File: config.mk
export PLATFORM = sky130hd
export DESIGN_NAME = mcl_lead_ctrl
export DESIGN_NICKNAME = d
export VERILOG_FILES = /design/src/hw/mcl_pkg.sv /design/src/hw/mcl_cd_if.sv /design/src/hw/mcl_carrier_det.sv /design/src/hw/mcl_lead_ctrl.sv
export VERILOG_INCLUDE_DIRS = /design/src /design/src/hw
export SDC_FILE = /design/constraint.sdc
export NUM_CORES = 1
export LEC_CHECK = 0
export ABC_AREA = 0
export BUFFER_PORTS_ARGS = -buffer_cell sky130_fd_sc_hd__clkbuf_2
export CAP_MARGIN = 25
export CORE_MARGIN = 2
export CORE_UTILIZATION = 41
export CTS_CLUSTER_SIZE = 16
export DETAILED_ROUTE_END_ITERATION = 6
export HOLD_SLACK_MARGIN = 0.05
export PLACE_DENSITY_LB_ADDON = 0.3
export SLEW_MARGIN = 5
export SYNTH_ARGS = -nofsm -noshare
export SYNTH_HDL_FRONTEND = slang
export SYNTH_SLANG_ARGS = --single-unit
File: constraint.sdc
create_clock -name sys_clk -period 3.1 [get_ports sys_clk]
set_clock_uncertainty 0.15 [all_clocks]
set_input_delay 0.62 -clock sys_clk [delete_from_list [all_inputs] [get_ports sys_clk]]
set_output_delay 0.62 -clock sys_clk [all_outputs]
set_load 0.02 [all_outputs]
File: src/hw/mcl_defs.svh
`ifndef MCL_DEFS_SVH
`define MCL_DEFS_SVH

// Clock period and millisecond length, in ns
`define MCL_CLK_NS      20
`define MCL_MS_NS       1000000
// Cycles per millisecond tick
`define MCL_CYC_PER_MS  (`MCL_MS_NS / `MCL_CLK_NS)
`define MCL_PRE_W       16

// Carrier detect qualify and guard times, ms
`define MCL_DCD_ON_MS   6'h28
`define MCL_DCD_OFF_MS  6'h0f
`define MCL_DCD_CNT_W   6

// Request-to-send to clear-to-send delay, ms
`define MCL_CTS_MS      8'hc8
`define MCL_CTS_CNT_W   8

// Bit positions of the synchronised terminal leads
`define MCL_LEAD_DTR    0
`define MCL_LEAD_RTS    1
`define MCL_LEAD_TD     2
`define MCL_LEAD_SA     3
`define MCL_LEAD_N      4

// Idle level of a data lead: marking, binary one
`define MCL_MARK        1'h1

`endif

File: src/hw/mcl_pkg.sv
`include "mcl_defs.svh"

package mcl_pkg;

  typedef enum logic [1:0]
  {
    MCL_ON_HOOK = 2'b00,
    MCL_DATA    = 2'b01,
    MCL_VOICE   = 2'b10
  } mcl_conn_type;

  typedef struct packed
  {
    logic [`MCL_LEAD_N-1:0]    sync1;
    logic [`MCL_LEAD_N-1:0]    sync2;
    logic [`MCL_PRE_W-1:0]     pre;
    logic                      tick;
    mcl_conn_type              conn;
    logic [`MCL_CTS_CNT_W-1:0] cts_cnt;
    logic                      dsr;
    logic                      cts;
    logic                      dcd;
    logic                      ri;
    logic                      rd;
    logic                      sb;
    logic                      off_hook;
    logic                      tx_data;
    logic                      tx_carrier;
    logic                      rev_tx;
  } mcl_top_state_type;

  typedef struct packed
  {
    logic [`MCL_DCD_CNT_W-1:0] on_cnt;
    logic [`MCL_DCD_CNT_W-1:0] off_cnt;
    logic                      dcd;
  } mcl_cd_state_type;

endpackage

File: src/hw/mcl_cd_if.sv
`timescale 1ns/10ps

interface mcl_cd_if;
  logic ms_tick;
  logic carrier;
  logic dcd;

  modport ctl
  (
    output ms_tick,
    output carrier,
    input  dcd
  );

  modport det
  (
    input  ms_tick,
    input  carrier,
    output dcd
  );
endinterface

File: src/hw/mcl_carrier_det.sv
`timescale 1ns/10ps
`include "mcl_defs.svh"

module mcl_carrier_det
#(
  parameter logic [`MCL_DCD_CNT_W-1:0] ON_MS  = `MCL_DCD_ON_MS,
  parameter logic [`MCL_DCD_CNT_W-1:0] OFF_MS = `MCL_DCD_OFF_MS
)
(
  input wire logic sys_clk,
  input wire logic resetn,
  mcl_cd_if.det    cd
);

  mcl_pkg::mcl_cd_state_type r;
  mcl_pkg::mcl_cd_state_type next_r;

  // Qualify and guard counters, both in whole ms ticks
  always_comb
  begin
    next_r = r;
    if (!cd.carrier)
    begin
      // Any gap restarts qualification, so carrier must be continuous
      next_r.on_cnt = '0;
      // guard before drop
      if (r.dcd && cd.ms_tick)
      begin
        if (r.off_cnt == OFF_MS - 1'h1)
        begin
          next_r.dcd     = 1'h0;
          next_r.off_cnt = '0;
        end
        else
          next_r.off_cnt = r.off_cnt + 1'h1;
      end
    end
    else
    begin
      // A short fade inside the guard leaves detect on
      next_r.off_cnt = '0;
      // continuous carrier qualify
      if (!r.dcd && cd.ms_tick)
      begin
        if (r.on_cnt == ON_MS - 1'h1)
        begin
          next_r.dcd    = 1'h1;
          next_r.on_cnt = '0;
        end
        else
          next_r.on_cnt = r.on_cnt + 1'h1;
      end
    end
  end

  // State register
  always_ff @(posedge sys_clk)
  begin
    if (!resetn)
      r <= '0;
    else
      r <= next_r;
  end

  assign cd.dcd = r.dcd;
endmodule

File: src/hw/mcl_lead_ctrl.sv
// Contract
// Data set ready off when faulted, in voice, or on hook; on otherwise.
// Terminal must not read data set ready as remote channel status.
// Terminal ready permits connection; origination-only merely holds external connection.
// Auto-answer station connects to line on incoming ringing.
// Terminal ready off disconnects and goes on hook.
// Ring indicator works regardless of terminal ready.
// Manual answer drops call if terminal ready off at data key.
// Ring indicator on while ringing received, off otherwise.
// Carrier detect on only after 40 ms continuous carrier.
// Carrier detect off 15 ms after carrier loss.
// Half duplex detector responds to local or remote carrier.
// Terminal sends supervisory data only while request to send off.
// Supervisory receive lead carries reverse channel data alongside main data.
// Data leads: one is marking, zero is spacing.
// Data leads held marking when no data sent.
// Control leads: positive level on, negative level off.
// Terminal may use request to send and ready for fail-safe checks.
// Clear to send off whenever request to send off.
// Unattended terminal drops ready after 30 s without carrier.
// Incoming leads double-synchronised; ms delays from clock prescaler.

`timescale 1ns/10ps
`include "mcl_defs.svh"

module mcl_lead_ctrl
#(
  parameter int unsigned                CYC_PER_MS  = `MCL_CYC_PER_MS,
  parameter logic [`MCL_CTS_CNT_W-1:0]  CTS_MS      = `MCL_CTS_MS,
  parameter logic                       REV_CHANNEL = 1'h1
)
(
  input  wire logic sys_clk,
  input  wire logic resetn,
  input  wire logic dtr,
  input  wire logic rts,
  input  wire logic td,
  input  wire logic sa,
  output logic      dsr,
  output logic      cts,
  output logic      dcd,
  output logic      ri,
  output logic      rd,
  output logic      sb,
  input  wire logic ring_detect,
  input  wire logic line_carrier,
  input  wire logic demod_data,
  input  wire logic rev_rx_data,
  input  wire logic ext_connect,
  input  wire logic handset_off_hook,
  input  wire logic data_key,
  input  wire logic fault,
  input  wire logic auto_answer,
  input  wire logic origin_only,
  input  wire logic half_duplex,
  output logic      off_hook,
  output logic      tx_data,
  output logic      tx_carrier,
  output logic      rev_tx_data
);

  mcl_pkg::mcl_top_state_type r;
  mcl_pkg::mcl_top_state_type next_r;
  logic                       dtr_on;
  logic                       rts_on;

  mcl_cd_if cd_bus ();

  // Data-mode decode, shared by several leads and checks
  function automatic logic in_data(input mcl_pkg::mcl_conn_type conn);
    in_data = conn == mcl_pkg::MCL_DATA;
  endfunction

  // Control leads are logic one for on (positive level)
  // control polarity
  assign dtr_on = r.sync2[`MCL_LEAD_DTR];
  assign rts_on = r.sync2[`MCL_LEAD_RTS];

  always_comb
  begin
    next_r = r;

    // two-stage lead synchroniser
    next_r.sync1 = {sa, td, rts, dtr};
    next_r.sync2 = r.sync1;

    // millisecond prescaler
    next_r.tick = 1'h0;
    if (r.pre == `MCL_PRE_W'(CYC_PER_MS - 1))
    begin
      next_r.pre  = '0;
      next_r.tick = 1'h1;
    end
    else
      next_r.pre = r.pre + 1'h1;

    // Line connection state
    case (r.conn)
      mcl_pkg::MCL_ON_HOOK:
      begin
        // answer on ringing
        if (auto_answer && !origin_only && ring_detect && dtr_on)
          next_r.conn = mcl_pkg::MCL_DATA;
        // hold external connection
        else if (ext_connect && dtr_on)
          next_r.conn = mcl_pkg::MCL_DATA;
        else if (handset_off_hook)
          next_r.conn = mcl_pkg::MCL_VOICE;
      end
      mcl_pkg::MCL_VOICE:
      begin
        // data key needs terminal ready
        if (data_key)
          next_r.conn = dtr_on ? mcl_pkg::MCL_DATA : mcl_pkg::MCL_ON_HOOK;
        else if (!handset_off_hook)
          next_r.conn = mcl_pkg::MCL_ON_HOOK;
      end
      mcl_pkg::MCL_DATA:
      begin
        // hang up on ready off
        if (!dtr_on)
          next_r.conn = mcl_pkg::MCL_ON_HOOK;
      end
      default:
        next_r.conn = mcl_pkg::MCL_ON_HOOK;
    endcase
    next_r.off_hook = next_r.conn != mcl_pkg::MCL_ON_HOOK;

    // ready only when connected and sound
    next_r.dsr = in_data(next_r.conn) && !fault;

    // ring follows ringing, R6: terminal ready ignored here
    next_r.ri = ring_detect;

    // Carrier goes out while request to send is on
    next_r.tx_carrier = in_data(r.conn) && rts_on;

    // clear to send tracks request
    if (!rts_on || !in_data(r.conn))
    begin
      next_r.cts     = 1'h0;
      next_r.cts_cnt = '0;
    end
    else if (r.tick && !r.cts)
    begin
      if (r.cts_cnt == CTS_MS - 1'h1)
        next_r.cts = 1'h1;
      else
        next_r.cts_cnt = r.cts_cnt + 1'h1;
    end

    // modulator idles marking
    next_r.tx_data = (r.tx_carrier && r.cts) ? r.sync2[`MCL_LEAD_TD] : `MCL_MARK;

    // Registered copy keeps the output straight from a flop
    next_r.dcd = cd_bus.dcd;

    // received one stays marking
    next_r.rd = r.dcd ? demod_data : `MCL_MARK;

    // reverse channel receive
    next_r.sb = (REV_CHANNEL && r.dsr) ? rev_rx_data : `MCL_MARK;

    // supervisory send is the terminal's duty; idle mark otherwise
    next_r.rev_tx = (REV_CHANNEL && in_data(r.conn) && !rts_on)
                    ? r.sync2[`MCL_LEAD_SA] : `MCL_MARK;
  end

  // State register; data leads come out of reset marking
  always_ff @(posedge sys_clk)
  begin
    if (!resetn)
    begin
      r         <= '0;
      r.rd      <= `MCL_MARK;
      r.sb      <= `MCL_MARK;
      r.tx_data <= `MCL_MARK;
      r.rev_tx  <= `MCL_MARK;
    end
    else
      r <= next_r;
  end

  // local carrier counts in half duplex
  assign cd_bus.ms_tick = r.tick;
  assign cd_bus.carrier = in_data(r.conn)
                          && (line_carrier || (half_duplex && r.tx_carrier));

  mcl_carrier_det u_carrier_det
  (
    .sys_clk (sys_clk),
    .resetn  (resetn),
    .cd      (cd_bus.det)
  );

  assign dsr         = r.dsr;
  assign cts         = r.cts;
  assign dcd         = r.dcd;
  assign ri          = r.ri;
  assign rd          = r.rd;
  assign sb          = r.sb;
  assign off_hook    = r.off_hook;
  assign tx_data     = r.tx_data;
  assign tx_carrier  = r.tx_carrier;
  assign rev_tx_data = r.rev_tx;
endmodule

==> flow_summary_export.csv <==
group,metric,value,unit
run_status,outcome,"completed",
clocking,cts_setup_buffers,0,
worst_setup_path,required,3220,ps
worst_setup_path,end_kind,"register",
routing,drc,0,
timing,slew_viol_final,0,
min_path,hp-class,"reg -> reg",
clocking,cts_tree,"built",
synth,ys_ff_latch,58,
worst_setup_path,arrival,2160,ps
clocking,clk_pin_slew,70,ps
worst_setup_path,crit_type,"reg -> reg",
timing,final-hold-violation-count,0,
floorplanning,die_w,79.42,um
clocking,clock_path_buffers,2,
routing,finalWirelength,3.978,mm
synth,syn-cell-area,2332,um2
synth,syn_nets,268,
finish,fin_util,49.97,%
floorplanning,io_pins,27,
timing,setup_viol,0,
clocking,htreeDepth,3,
timing,grt_setup_unrepaired,"false",
grt,grt_pass1_vias,1659,
clocking,clkSinkCount,58,
finish,drive_gt1_share,17.79,%
routing,vias,1740,
floorplanning,die_area,6308,um2
power,ir_worst_vdd,0.3191,mV
grt,overflow,0,
synth,yosys.area.top_type_share,49.79,%
synth,synth-main-ff-cell,"dfxtp_1",
synth,yosys_warnings,0,
routing,routedWlPerCell,11.27,um
finish,synthToLayoutAreaGrowth,17.97,%
floorplanning,core,5507,um2
clocking,cts_hold_buf,0,
clocking,cts_buffers,9,
finish,diodes,0,
synth,synthArstFlopShare,0,%
floorplanning,die-height,79.42,um
synth,postSynthCellCount,246,
run,drv_cap,0,
worst_setup_path,setup.worst_path.start_class,"register",
grt,grt_first_pass_wirelength,7.320,mm
timing,worst_pin_slew,711.9,ps
synth,syn_avg_cell_area,9.481,um2
routing,detail-route-antenna-nets,0,
routing,drtIter0Drc,84,
synth,synthTopCellsByArea,"dfxtp_1 50%, xor2_1 7.5%, nor2_1 6.0%, nand4_1 3.5%, xnor2_1 3.4%",
finish,final_nets,298,
timing,fin_setup_tns,0,ps
finish,top_register,"r",
clocking,ctsResizeCount,0,
synth,synth.distinct_cells,37,
grt,grt_start_max_net_pins,24,
clocking,clk_latency,330,ps
timing,fin_hold_ws,256.9,ps
routing,routed_via_density,4.929,
place,place_hpwl,2.778,mm
synth,ys_seq_area_share,49.79,%
floorplanning,placementRows,27,
place,gp_congestion,0.7907,
power,power.density,586.3,nW/um2
grt,grt_usage,15.12,%
finish,design_area,2751,um2
place,portBuffers,26,
worst_setup_path,crit_path_max_fanout,10,
finish,fill_cells,522,
clocking,root_buffer,"clkbuf_8",
power,power_leakage,1.084,nW
timing,fmax,490.4,MHz
synth,synth_largest_area_cell,"dfxtp_1",
routing,firstDrtPassIters,4,
synth,synth_edf_count,0,
timing,fin_crit_sh,65.78,%
timing,period_needed,2039,ps
grt,antenna_found_initial,0,
floorplanning,start_util,42.35,%
place,place_area,2514,um2
timing,slew_headroom,51.94,%
finish,largest_reg_flops,29,
-- cells in the final DEF (no fill, tap or decap), types with 3 or more instances in the layout --
master and instances:
nand2_1 14, nor3_1 4, or4_1 3, nand4b_1 3
and2_1 11, o31ai_1 3, xnor2_1 9, ha_1 5
clkbuf_2 26, and3_1 4, nand3b_1 3, clkbuf_8 12
nand4_1 13, dfxtp_1 58, nand3_1 12, nor2_1 37
nor2_2 4, inv_1 7, a21oi_1 4, nor2b_1 3
xor2_1 20, and4_1 5
-- synth_stat cells, types with 2 or more instances --
cell type / count
o311ai_0: 2
and4_1: 5
o31ai_1: 3
xnor2_1: 9
ha_1: 5
inv_1: 7
nor3b_1: 2
and3_1: 4
nand3b_1: 3
or4_1: 3
and2_1: 11
clkbuf_1: 5
nand3_1: 12
nand4_1: 13
nor2_2: 4
a21oi_1: 4
nand2_1: 14
dfxtp_1: 58
mux2i_1: 2
nor2_1: 37
nor3_1: 4
xor2_1: 20
nand4b_1: 3
nor2b_1: 3
-- report_power, final --
part           leakage [nW]  total (W)  switching (W)  internal, W
logic                 0.495  0.0000407      0.0000222    0.0000185
registers             0.470   0.000762     0.00000582     0.000757
clock network         0.119   0.000810       0.000293     0.000517
total                  1.08    0.00161       0.000321      0.00129
-- cell families (layout without fill, tap and decap cells) --
| family | Yosys count | count (layout) | synth area share (%) |
|---|---|---|---|
| XOR/XNOR | 29 | 29 | 10.89 |
| AND/OR/NAND/NOR | 125 | 125 | 29.18 |
| flip-flops | 58 | 58 | 49.79 |
| multiplexers | 2 | 2 | 0.8584 |
| buffers and inverters | 14 | 49 | 2.790 |
| AO/OA/AOI/OAI | 13 | 13 | 3.809 |
| adder cells (fa/ha/maj) | 5 | 5 | 2.682 |
-- final timing paths --
check             slack, ps     to  cells past startpoint  start
setup / recovery       1060  r[13]                      4  r[18]
hold / removal          260     sb                      1    dsr
setup reg to reg       1060  r[13]                      4  r[18]
hold reg to reg         260     sb                      1    dsr
-- worst max-delay path: stages, from the launching register on --
cell and delay (ps):
dfxtp_1 370, nor2b_1 410, nand3_1 380, or4_1 590, o21ai_0 80
-- through the flow --
stage,total power (W),setup slack [ps],std cells
after floorplan,0.0008034,1205,246
after detailed placement,0.0008199,831.4,337
final,0.001613,1061,353
after CTS,0.001633,1047,353
after global placement,0.0008188,862.2,337
after global routing,0.001677,845.9,353
-- layer usage --
metal	vias to the layer above	wire, um	track usage [%]
li1	910	-	-
met3	7	187	7.240
met5	-	0	0
met4	0	56	6.207
met2	25	1836	24.03
met1	798	1897	17.38
-- cell type report --
type | instances | area, um2 | share of cell area [%]
tap | 72 | 90.09 | 3.274
inverter | 7 | 26.28 | 0.9550
sequential | 58 | 1161 | 42.20
timing repair buffer | 26 | 130.1 | 4.729
clock inverter | 4 | 72.57 | 2.638
multi-input combinational | 174 | 1106 | 40.20
clock buffer | 12 | 165.2 | 6.003
(Power assumes the default switching activity.)
